$ cat config.mk
export PLATFORM = sky130hd
export DESIGN_NAME = nvc_host
export DESIGN_NICKNAME = d
export VERILOG_FILES = /design/src/design/nvc_pkg.sv /design/src/design/nvc_sync.sv /design/src/design/nvc_host.sv
export SDC_FILE = /design/constraint.sdc
export NUM_CORES = 1
export LEC_CHECK = 0
export BUFFER_PORTS_ARGS = -buffer_cell sky130_fd_sc_hd__buf_2
export CELL_PAD_IN_SITES_DETAIL_PLACEMENT = 0
export CELL_PAD_IN_SITES_GLOBAL_PLACEMENT = 1
export CORE_MARGIN = 1
export CORE_UTILIZATION = 47
export CTS_BUF_LIST = sky130_fd_sc_hd__clkbuf_8
export DETAILED_ROUTE_END_ITERATION = 8
export GPL_TIMING_DRIVEN = 0
export HOLD_SLACK_MARGIN = 0.15
export PLACE_DENSITY = 0.86
export SLEW_MARGIN = 20
export SYNTH_ARGS = -nofsm -noshare
export SYNTH_HDL_FRONTEND = slang
export SYNTH_SLANG_ARGS = --single-unit
$ cat constraint.sdc
create_clock -name clk_sys -period 5.1 [get_ports clk_sys]
set_input_delay 1.02 -clock clk_sys [delete_from_list [all_inputs] [get_ports clk_sys]]
set_output_delay 1.02 -clock clk_sys [all_outputs]
set_load 0.05 [all_outputs]
$ cat src/design/nvc_pkg.sv
// nvc_pkg: constants for the nonvolatile sram host controller
// assumes a 20 MHz system clock
package nvc_pkg;
    localparam int CLK_HZ = 20000000;
    localparam int ADDR_W = 13;
    localparam int DATA_W = 8;
    // operation times
    localparam int NV_SAVE_DURATION_MS = 10;
    localparam int NV_RESTORE_DURATION_US = 20;
    localparam int POWERUP_RESTORE_DURATION_US = 550;
    localparam int CYCLE_FINISH_ALLOWANCE_US = 1;
    localparam int INHIBIT_RELEASE_TIME_NS = 700;
    localparam int BUSY_PULSE_NS = 15;
    localparam int ACCESS_NS = 50;
    // cycle counts, least times rounded up
    localparam int NV_SAVE_CYC = NV_SAVE_DURATION_MS * (CLK_HZ / 1000);
    localparam int NV_RESTORE_CYC = NV_RESTORE_DURATION_US * (CLK_HZ / 1000000);
    localparam int POWERUP_RESTORE_CYC = POWERUP_RESTORE_DURATION_US * (CLK_HZ / 1000000);
    localparam int INHIBIT_RELEASE_CYC = (INHIBIT_RELEASE_TIME_NS * (CLK_HZ / 1000000) + 999) / 1000;
    localparam int BUSY_PULSE_CYC_RAW = (BUSY_PULSE_NS * (CLK_HZ / 1000000) + 999) / 1000;
    localparam int BUSY_PULSE_CYC = (BUSY_PULSE_CYC_RAW < 1) ? 1 : BUSY_PULSE_CYC_RAW;
    localparam int ACCESS_CYC = (ACCESS_NS * (CLK_HZ / 1000000) + 999) / 1000;
    localparam int CNT_W = 24;
    // software sequence addresses
    localparam logic [12:0] SEQ_A0 = 13'h0000;
    localparam logic [12:0] SEQ_A1 = 13'h1555;
    localparam logic [12:0] SEQ_A2 = 13'h0AAA;
    localparam logic [12:0] SEQ_A3 = 13'h1FFF;
    localparam logic [12:0] SEQ_A4 = 13'h10F0;
    localparam logic [12:0] SEQ_SAVE = 13'h0F0F;
    localparam logic [12:0] SEQ_RESTORE = 13'h0F0E;
    // host commands
    localparam logic [2:0] CMD_READ = 3'h0;
    localparam logic [2:0] CMD_WRITE = 3'h1;
    localparam logic [2:0] CMD_SW_SAVE = 3'h2;
    localparam logic [2:0] CMD_SW_RESTORE = 3'h3;
    localparam logic [2:0] CMD_HW_SAVE = 3'h4;
endpackage : nvc_pkg

$ cat src/design/nvc_sync.sv
// nvc_sync: two-flop synchroniser for pin inputs
// assumes inputs asynchronous to clk_sys
`timescale 1ns/10ps
module nvc_sync #(
    parameter int W = 1
) (
    input wire logic clk_sys,
    input wire logic rst_n,
    input wire logic [W-1:0] async_i,
    output logic [W-1:0] sync_o
);
    logic [W-1:0] meta_q;
    always_ff @(posedge clk_sys) begin
        if (!rst_n) begin
            meta_q <= '0;
            sync_o <= '0;
        end else begin
            meta_q <= async_i;
            sync_o <= meta_q;
        end
    end
endmodule : nvc_sync

$ cat src/design/nvc_host.sv
// nvc_host: host controller driving a nonvolatile static ram by its pins
// assumes the pins wire straight to the memory; hw_store_busy is open drain
//
// Functional notes
// - host keeps busy pin released high during every write cycle.
// - host holds write strobe high across all six sequence reads.
// - each sequence address is framed by its own chip select pulse.
// - host holds busy pin low at least 15 ns for hardware save.
`timescale 1ns/10ps
module nvc_host
    import nvc_pkg::*;
#(
    parameter int SAVE_CYC = nvc_pkg::NV_SAVE_CYC,
    parameter int POWERUP_CYC = nvc_pkg::POWERUP_RESTORE_CYC
) (
    input wire logic clk_sys,
    input wire logic rst_n,
    input wire logic cmd_valid,
    input wire logic [2:0] cmd_op,
    input wire logic [nvc_pkg::ADDR_W-1:0] cmd_addr,
    input wire logic [nvc_pkg::DATA_W-1:0] cmd_wdata,
    output logic cmd_ready,
    output logic rsp_valid,
    output logic [nvc_pkg::DATA_W-1:0] rsp_rdata,
    output logic chip_select_n,
    output logic write_strobe_n,
    output logic output_gate_n,
    output logic [nvc_pkg::ADDR_W-1:0] address_lines,
    input wire logic [nvc_pkg::DATA_W-1:0] data_lines_i,
    output logic [nvc_pkg::DATA_W-1:0] data_lines_o,
    output logic data_lines_oe,
    input wire logic hw_store_busy_n_i,
    output logic hw_store_busy_n_o,
    output logic hw_store_busy_n_oe
);
    import nvc_pkg::*;

    // ----------------------------------------
    // state
    // ----------------------------------------
    typedef enum logic [7:0] {
        ST_BOOT = 8'h01,
        ST_IDLE = 8'h02,
        ST_ACC = 8'h04,
        ST_GAP = 8'h08,
        ST_BUSY_REQ = 8'h10,
        ST_WAIT = 8'h20,
        ST_RECOV = 8'h40,
        ST_DONE = 8'h80
    } nvc_state_e;

    typedef struct packed {
        nvc_state_e st;
        logic [CNT_W-1:0] cnt;
        logic [2:0] step;
        logic [2:0] op;
        logic [ADDR_W-1:0] addr;
        logic [DATA_W-1:0] wdata;
        logic cs_n;
        logic we_n;
        logic oe_n;
        logic d_oe;
        logic busy_oe;
        logic ready;
        logic rvalid;
        logic [DATA_W-1:0] rdata;
    } nvc_state_s;

    nvc_state_s s_q, s_d;
    logic [DATA_W-1:0] dq_sync;
    logic busy_sync;

    nvc_sync #(.W(DATA_W + 1)) u_sync (
        .clk_sys(clk_sys),
        .rst_n(rst_n),
        .async_i({hw_store_busy_n_i, data_lines_i}),
        .sync_o({busy_sync, dq_sync})
    );

    // sequence address for step n
    function automatic logic [ADDR_W-1:0] seq_addr(input logic [2:0] n, input logic [2:0] op);
        logic [ADDR_W-1:0] a;
        a = SEQ_A0;
        case (n)
            3'h0: a = SEQ_A0;
            3'h1: a = SEQ_A1;
            3'h2: a = SEQ_A2;
            3'h3: a = SEQ_A3;
            3'h4: a = SEQ_A4;
            default: a = (op == CMD_SW_SAVE) ? SEQ_SAVE : SEQ_RESTORE;
        endcase
        return a;
    endfunction : seq_addr

    // ----------------------------------------
    // next state
    // ----------------------------------------
    always_comb begin
        s_d = s_q;
        s_d.rvalid = 1'b0;
        case (s_q.st)
            ST_BOOT: begin
                // wait out power-up restore
                s_d.cnt = s_q.cnt + CNT_W'(1);
                if (s_q.cnt >= CNT_W'(POWERUP_CYC - 1)) begin
                    s_d.st = ST_IDLE;
                    s_d.ready = 1'b1;
                    s_d.cnt = '0;
                end
            end
            ST_IDLE: begin
                if (cmd_valid && s_q.ready) begin
                    s_d.ready = 1'b0;
                    s_d.op = cmd_op;
                    s_d.step = '0;
                    s_d.cnt = '0;
                    s_d.wdata = cmd_wdata;
                    if (cmd_op == CMD_HW_SAVE) begin
                        s_d.st = ST_BUSY_REQ;
                        s_d.busy_oe = 1'b1;
                    end else if (!busy_sync) begin
                        // memory busy on its own (power loss save)
                        s_d.ready = 1'b1;
                    end else begin
                        s_d.st = ST_ACC;
                        s_d.cs_n = 1'b0;
                        if (cmd_op == CMD_WRITE) begin
                            s_d.addr = cmd_addr;
                            s_d.we_n = 1'b0;
                            s_d.d_oe = 1'b1;
                        end else if (cmd_op == CMD_READ) begin
                            s_d.addr = cmd_addr;
                            s_d.oe_n = 1'b0;
                        end else begin
                            // sequence reads, strobe high, gate left high
                            s_d.addr = seq_addr(3'h0, cmd_op);
                        end
                    end
                end
            end
            ST_ACC: begin
                s_d.cnt = s_q.cnt + CNT_W'(1);
                // one extra cycle: read data crosses two sync flops
                if (s_q.cnt >= CNT_W'(ACCESS_CYC + 1)) begin
                    if (s_q.op == CMD_READ) begin
                        s_d.rdata = dq_sync;
                    end
                    s_d.cs_n = 1'b1;
                    s_d.we_n = 1'b1;
                    s_d.oe_n = 1'b1;
                    s_d.d_oe = 1'b0;
                    s_d.cnt = '0;
                    s_d.st = ST_GAP;
                end
            end
            ST_GAP: begin
                s_d.cnt = s_q.cnt + CNT_W'(1);
                if (s_q.cnt >= CNT_W'(ACCESS_CYC)) begin
                    s_d.cnt = '0;
                    if ((s_q.op == CMD_SW_SAVE || s_q.op == CMD_SW_RESTORE) && s_q.step < 3'h5) begin
                        // next sequence step after the chip select gap, no other access between
                        s_d.step = s_q.step + 3'h1;
                        s_d.addr = seq_addr(s_q.step + 3'h1, s_q.op);
                        s_d.cs_n = 1'b0;
                        s_d.st = ST_ACC;
                    end else if (s_q.op == CMD_SW_SAVE || s_q.op == CMD_SW_RESTORE) begin
                        s_d.st = ST_WAIT;
                    end else begin
                        s_d.st = ST_DONE;
                    end
                end
            end
            ST_BUSY_REQ: begin
                s_d.cnt = s_q.cnt + CNT_W'(1);
                if (s_q.cnt >= CNT_W'(BUSY_PULSE_CYC)) begin
                    s_d.busy_oe = 1'b0;
                    s_d.cnt = '0;
                    s_d.st = ST_WAIT;
                end
            end
            ST_WAIT: begin
                // hold off for the operation's full duration
                s_d.cnt = s_q.cnt + CNT_W'(1);
                if (s_q.op == CMD_SW_RESTORE) begin
                    if (s_q.cnt >= CNT_W'(NV_RESTORE_CYC - 1)) begin
                        s_d.cnt = '0;
                        s_d.st = ST_RECOV;
                    end
                end else if (s_q.cnt >= CNT_W'(SAVE_CYC - 1)) begin
                    if (busy_sync) begin
                        s_d.cnt = '0;
                        s_d.st = ST_RECOV;
                    end else begin
                        s_d.cnt = s_q.cnt;
                    end
                end
            end
            ST_RECOV: begin
                s_d.cnt = s_q.cnt + CNT_W'(1);
                if (s_q.cnt >= CNT_W'(INHIBIT_RELEASE_CYC)) begin
                    s_d.cnt = '0;
                    s_d.st = ST_DONE;
                end
            end
            ST_DONE: begin
                s_d.rvalid = 1'b1;
                s_d.ready = 1'b1;
                s_d.st = ST_IDLE;
            end
            default: begin
                s_d.st = ST_IDLE;
                s_d.ready = 1'b1;
            end
        endcase
    end

    // ----------------------------------------
    // registers
    // ----------------------------------------
    always_ff @(posedge clk_sys) begin
        if (!rst_n) begin
            s_q <= '{st: ST_BOOT, cnt: '0, step: '0, op: CMD_READ, addr: '0, wdata: '0,
                     cs_n: 1'b1, we_n: 1'b1, oe_n: 1'b1, d_oe: 1'b0, busy_oe: 1'b0,
                     ready: 1'b0, rvalid: 1'b0, rdata: '0};
        end else begin
            s_q <= s_d;
        end
    end

    // ----------------------------------------
    // outputs
    // ----------------------------------------
    always_comb begin
        cmd_ready = s_q.ready;
        rsp_valid = s_q.rvalid;
        rsp_rdata = s_q.rdata;
        chip_select_n = s_q.cs_n;
        write_strobe_n = s_q.we_n;
        output_gate_n = s_q.oe_n;
        address_lines = s_q.addr;
        data_lines_o = s_q.wdata;
        data_lines_oe = s_q.d_oe;
        hw_store_busy_n_o = 1'b0;
        hw_store_busy_n_oe = s_q.busy_oe;
    end
endmodule : nvc_host

==> results.py, run 1 <==
metrics = {
    "setup_path": {
        "critPathKind": "register to register",
        "required_ns": 5.39,
        "arrival_ns": 3.23,
        "r2r_end": "s_q[55]",
        "rrSetupSlack_ns": 2.16,
        "crit_fanout": 10,
        "end_kind": "register",
        "setup.worst_path.start_class": "register",
        "r2r-start": "s_q[43]",
        "reg2regPathDepth": 9,
    },
    "clock_tree": {
        "cts_resized": 0,
        "cts.sinks": 92,
        "clk_pin_slew_ns": 0.10,
        "cts_tree": "done",
        "cts_buffers": 9,
        "cts_root_buf": "clkbuf_8",
        "clock_path_buffers": 2,
        "insertion_delay_ns": 0.37,
        "cts_setup_buffers": 0,
        "ctsHtreeMaxLevel": 3,
        "ctsHoldBuffers": 0,
    },
    "pwr": {
        "p_per_area_nw_per_um2": 303,
        "ir_worst_vdd_uv": 140,
        "total_leakage_power_nw": 2.14,
        "finalPower_mw": 1.58,
    },
    "route": {
        "vias_per_cell": 5.39,
        "ant_nets": 0,
        "drc": 0,
        "dr.pass1.iters": 4,
        "wl_um": 10900,
        "first_iter_violations": 277,
        "wl_per_cell_um": 14.3,
        "vias": 4107,
    },
    "hold_path": {
        "hold_path.class": "register to register",
        "hold_depth": 2,
        "hold_path_startpoint": "s_q[60]",
        "hold_end": "s_q[60]",
    },
    "sta": {
        "fin_crit_sh_pct": 57.7,
        "drv_slew": 0,
        "setup_viol": 0,
        "skew_ns": 0.0135,
        "finalSetupTns_ns": 0,
        "fmax_mhz": 340,
        "slew_headroom_pct": 37.4,
        "timing_hold_violations_final": 0,
        "worstMarginPinSlew_ns": 0.931,
        "fin_crit_ns": 2.94,
        "rsz0062_at_grt": "no",
        "setup_ws_ns": 2.16,
        "whs_ns": 0.435,
    },
    "global_routing": {
        "track_usage_pct": 23.1,
        "grt_pass1_vias": 3757,
        "grt-ovfl-total": 0,
        "antenna_found_initial": 0,
        "grt_max_degree": 18,
        "grt_pass1_wl_um": 18200,
    },
    "synth": {
        "yosysSeqAreaShare_pct": 40.8,
        "synth_edf_count": 0,
        "synthArstFlopShare_pct": 0,
        "netlist_area_um2": 4520,
        "ys_ff_latch": 92,
        "yosysWarnings": 0,
        "syn_nets": 591,
        "ys.flop_type": "dfxtp_1",
        "postSynthCellCount": 546,
        "synth_cell_type_count": 56,
        "avgSynthCellArea_um2": 8.27,
    },
    "placed_design": {
        "gp_congestion": 0.877,
        "place_ws_ns": 2.17,
        "hpwl_um": 8110,
        "dp_cells": 746,
        "placed_area_um2": 5030,
        "portBuffers": 71,
    },
    "die": {
        "die_area_um2": 10000,
        "ioPinCount": 73,
        "design.core.area_um2": 9280,
        "fp.dieH_um": 100,
        "std_cell_rows": 35,
        "initial_core_util_pct": 48.7,
        "die_w_um": 100,
    },
    "cells_and_area": {
        "area_growth_pct": 15.5,
        "fin_area_um2": 5220,
        "final_cells": 762,
        "layout-drive-gt1-share_pct": 22.9,
        "fin_util_pct": 56.2,
        "diodes": 0,
        "nets": 673,
        "nFillCells": 939,
    },
    "job": {
        "maxCapViolations": 0,
    },
    "outcome": {
        "status": "complete, no violations",
    },
}
## cell usage in the layout, fill, tap and decap left out, types with 13 or more instances in the layout
master | netlist | layout
and2_1 | 20 | 20
nor2_1 | 60 | 60
buf_2 | 7 | 78
o21ai_0 | 22 | 22
buf_4 | 33 | 33
clkbuf_1 | 18 | 18
nand2_1 | 65 | 65
dfxtp_1 | 92 | 92
nand3_1 | 35 | 35
a21oi_1 | 41 | 41
nor3_1 | 13 | 13
## state kept, by name, summed over array words and instances, names as in the netlist
register            cells
address_lines          13
chip_select_n           1
cmd_ready               1
data_lines_o            8
data_lines_oe           1
hw_store_busy_n_oe      1
output_gate_n           1
rsp_rdata               8
rsp_valid               1
s_q                    38
u_sync.meta_q           9
u_sync.sync_o           9
write_strobe_n          1
## power by group
group / switching [mW] / internal (mW) / leakage (nW) / total [mW]
sequential: 0.0296 / 0.744 / 0.746 / 0.773
combinational: 0.229 / 0.114 / 1.31 / 0.343
clock: 0.284 / 0.184 / 0.0850 / 0.468
total: 0.542 / 1.04 / 2.14 / 1.58
## layout make-up
type                    instances  area, um2  area share, %
plain buffers                  60        373           7.14
clock buffers                   9        124           2.37
clock inverters                 7       61.3           1.17
inverters                       9       33.8          0.647
multi-input cells             385       2270           43.5
flip-flops and latches         92       1840           35.3
well taps                     129        161           3.09
repair buffers                 71        355           6.81
## logic make-up after synthesis
family                   Yosys count  share of synthesized area [%]
AO/OA/AOI/OAI                    108                           15.2
XOR/XNOR                           2                          0.388
adder cells (fa/ha/maj)            9                           2.49
buffers and inverters             69                           9.00
flip-flops                        92                           40.8
multiplexers                      10                           2.24
other                              1                         0.0830
AND/OR/NAND/NOR                  255                           29.9
## worst max-delay path by stage
| stage | startpoint | to | slack [ns] | cells after the start |
|---|---|---|---|---|
| 2_1_floorplan | s_q[43] | s_q[51] | 2.71 | 10 |
| 3_3_place_gp | s_q[43] | s_q[55] | 2.19 | 9 |
| 3_5_place_dp | s_q[43] | s_q[55] | 2.17 | 9 |
| 4_1_cts | s_q[43] | s_q[55] | 2.13 | 9 |
| 5_1_grt | s_q[43] | s_q[57] | 1.86 | 9 |
| 6_report | s_q[43] | s_q[55] | 2.16 | 9 |
## critical path: stages, from the launching register on
cell and delay [ns]:
dfxtp_1 0.44, ha_1 0.25, nand3_1 0.27, o21ai_0 0.34, a311oi_1 0.20, or3_1 0.40, nand3_1 0.25, clkbuf_1 0.47
nand3_1 0.14, o211ai_1 0.11
## synthesized netlist by cell type, drive strengths merged (2+ instances only)
cell type	n	area share, %
dfxtp	92	41
nand2	65	5.4
nor2	60	5.0
a21oi	43	5.3
buf	42	6.8
nand3	35	3.9
o21ai	23	2.6
and2	20	2.8
clkbuf	18	1.5
nor3	14	1.7
nand4b	12	2.8
a211oi	10	1.7
a31oi	10	1.4
and3	10	1.4
nor4	10	2.3
a311oi	9	1.7
ha	9	2.5
inv	9	0.75
mux2i	9	2.0
nand4	4	0.55
nor2b	4	0.55
or3	4	0.55
a21o	3	0.50
nand3b	3	0.50
nor3b	3	0.61
or4	3	0.50
nand2b	2	0.28
o211ai	2	0.33
## metal layers
layer / up-vias / GRT usage, % / wire length (um)
met2: 106 / 37.9 / 5100
met3: 11 / 4.53 / 514
met1: 1925 / 31.2 / 5150
met4: 0 / 5.80 / 127
met5: - / 0 / 0
li1: 2065 / - / -
(Power assumes the default switching activity.)
==> inputs of run 2 (changes only) <==
--- a/config.mk
+++ b/config.mk
@@ -9,12 +9,12 @@
 export CELL_PAD_IN_SITES_DETAIL_PLACEMENT = 0
 export CELL_PAD_IN_SITES_GLOBAL_PLACEMENT = 1
 export CORE_MARGIN = 1
-export CORE_UTILIZATION = 47
+export CORE_UTILIZATION = 43
 export CTS_BUF_LIST = sky130_fd_sc_hd__clkbuf_8
 export DETAILED_ROUTE_END_ITERATION = 8
 export GPL_TIMING_DRIVEN = 0
 export HOLD_SLACK_MARGIN = 0.15
-export PLACE_DENSITY = 0.86
+export PLACE_DENSITY = 0.79
 export SLEW_MARGIN = 20
 export SYNTH_ARGS = -nofsm -noshare
 export SYNTH_HDL_FRONTEND = slang
==> constraint.sdc (replaced) <==
create_clock -name clk_sys -period 2.89 [get_ports clk_sys]
set_input_delay 0.578 -clock clk_sys [delete_from_list [all_inputs] [get_ports clk_sys]]
set_output_delay 0.578 -clock clk_sys [all_outputs]
set_load 0.05 [all_outputs]
==> run 2 against run 1 <==
Net effect: clock skew is 0.0035 ns higher; final area grew 1.0%; combinational power is 82% higher; worst setup slack got worse by 2.0 ns; clock power up 87%; global-route usage fell by 2.3 points; sequential share of layout area shrank 0.33 points; sequential power up 77%; sequential cell count unchanged; non-clock buffer count up 2; critical path type unchanged; critical endpoint is now s_q[56]; largest cell class unchanged; highest routed layer unchanged.
==> results.py, run 2 (synthesis results as in run 1) <==
metrics = {
    "outcome": {
        "status": "complete, no violations",
    },
    "sta": {
        "finalSetupTns_ns": 0,
        "worstMarginPinSlew_ns": 0.722,
        "whs_ns": 0.401,
        "timing_hold_violations_final": 0,
        "skew_ns": 0.0170,
        "fin_crit_sh_pct": 93.2,
        "setup_ws_ns": 0.198,
        "rsz0062_at_grt": "no",
        "setup_viol": 0,
        "fmax_mhz": 371,
        "drv_slew": 0,
        "fin_crit_ns": 2.69,
        "slew_headroom_pct": 51.4,
    },
    "global_routing": {
        "antenna_found_initial": 0,
        "track_usage_pct": 20.8,
        "grt-ovfl-total": 0,
        "grt_pass1_wl_um": 18100,
        "grt_pass1_vias": 3675,
        "grt_max_degree": 20,
    },
    "setup_path": {
        "critPathKind": "register to register",
        "required_ns": 3.11,
        "arrival_ns": 2.91,
        "end_kind": "register",
        "crit_fanout": 10,
        "setup.worst_path.start_class": "register",
    },
    "cells_and_area": {
        "largest_reg_flops": 38,
        "layout_common_cells": "91 x dfxtp_1, 78 x buf_2, 65 x nand2_1",
        "fin_area_um2": 5270,
        "final_cells": 771,
        "multi_input_area_um2": 2280,
        "final_common_cell": "dfxtp_1",
        "area_growth_pct": 16.7,
        "diodes": 0,
        "regMostFlops": "s_q",
        "nFillCells": 1022,
        "nets": 675,
        "layout-drive-gt1-share_pct": 23.9,
        "ff_latch_area_um2": 1840,
    },
    "die": {
        "die_w_um": 104,
        "fp.dieH_um": 104,
        "std_cell_rows": 37,
        "design.core.area_um2": 10200,
        "ioPinCount": 73,
        "initial_core_util_pct": 44.1,
        "die_area_um2": 10900,
    },
    "clock_tree": {
        "ctsHoldBuffers": 0,
        "cts_tree": "done",
        "ctsHtreeMaxLevel": 3,
        "cts_root_buf": "clkbuf_8",
        "clock_path_buffers": 2,
        "cts_buffers": 9,
        "insertion_delay_ns": 0.37,
        "clk_pin_slew_ns": 0.11,
        "cts.sinks": 92,
    },
    "pwr": {
        "power.share.switching_pct": 34.8,
        "p_per_area_nw_per_um2": 544,
        "seqPwrFrac_pct": 47.7,
        "combPwrFrac_pct": 21.8,
        "p_int_mw": 1.87,
        "pwr-share-clk_pct": 30.5,
        "total_leakage_power_nw": 2.17,
        "ir_worst_vdd_uv": 310,
        "p_sw_mw": 0.999,
    },
    "job": {
        "maxCapViolations": 0,
    },
    "route": {
        "dr.pass1.iters": 5,
        "vias_per_cell": 5.25,
        "ant_nets": 0,
        "vias": 4049,
        "first_iter_violations": 220,
        "wl_per_cell_um": 14.3,
        "wl_um": 11000,
        "drc": 0,
    },
    "placed_design": {
        "placed_area_um2": 5040,
        "hpwl_um": 8100,
        "place_ws_ns": 0.0452,
        "gp_congestion": 0.830,
        "dp_cells": 753,
        "portBuffers": 71,
    },
    "hold_path": {
        "hold_path.class": "input port to register",
    },
}
## run 2: cell types whose count changed in the layout (fill, tap and decap cells not counted), moves of 2 or more
| cell | change |
|---|---|
| buf_4 | +2 |
| clkbuf_1 | -2 |
| clkbuf_2 | +2 |
| clkinvlp_4 | -2 |
| inv_8 | +3 |
## run 2: path summary, 6_finish.rpt
kind	cells past startpoint	from	slack [ns]	to
worst min register to register	2	s_q[60]	0.43	s_q[60]
worst min-delay path	2	data_lines_i[1]	0.40	u_sync.meta_q[1]
worst max register to register	10	s_q[42]	0.20	s_q[56]
worst max-delay path	10	s_q[42]	0.20	s_q[56]
## run 2: repair_timing
item / in CTS / in global routing
setup endpoints to repair: 0 / 31
resized for setup: 0 / 8
buffers inserted: 0 / 2
## run 2: per-stage QoR
stage          total power, mW  utilization [%]
6_report                  2.87             51.5
5_1_grt                   3.02             51.5
4_1_cts                   2.88             51.2
3_5_place_dp              2.00             49.3
3_3_place_gp              1.99             49.3
2_1_floorplan             1.80                -
## run 2: layout make-up
type                    count  share of cell area, %
inverters                   9                  0.641
flip-flops and latches     92                   35.0
well taps                 136                   3.23
clock buffers               9                   2.35
multi-input cells         385                   43.2
plain buffers              60                   7.12
clock inverters             7                   1.42
repair buffers             73                   7.03
## run 2: routing by layer
| layer | vias up | GRT usage [%] | wire length (um) | share of wire [%] |
|---|---|---|---|---|
| met5 | - | 0 | 0 | 0 |
| met4 | 0 | 6.12 | 108 | 0.98 |
| met3 | 9 | 3.32 | 522 | 4.7 |
| met2 | 106 | 33.1 | 5020 | 46 |
| met1 | 1869 | 28.8 | 5380 | 49 |
| li1 | 2065 | - | - | - |
## run 2: power by group through the flow
stage / Clock [mW] / Sequential [mW] / Combinational, mW
2_1_floorplan: 0 / 1.40 / 0.404
3_3_place_gp: 0 / 1.39 / 0.602
3_5_place_dp: 0 / 1.39 / 0.607
4_1_cts: 0.903 / 1.36 / 0.610
5_1_grt: 0.963 / 1.37 / 0.682
6_report: 0.875 / 1.37 / 0.625
## run 2: worst max-delay path: stages, from the launching register on
cell and delay (ns):
dfxtp_1 0.44, ha_1 0.26, nand3_1 0.25, o21ai_1 0.26, a311oi_2 0.16, or3_1 0.39
and3_1 0.19, buf_2 0.18, buf_2 0.22, nand4b_1 0.11, a21oi_1 0.07
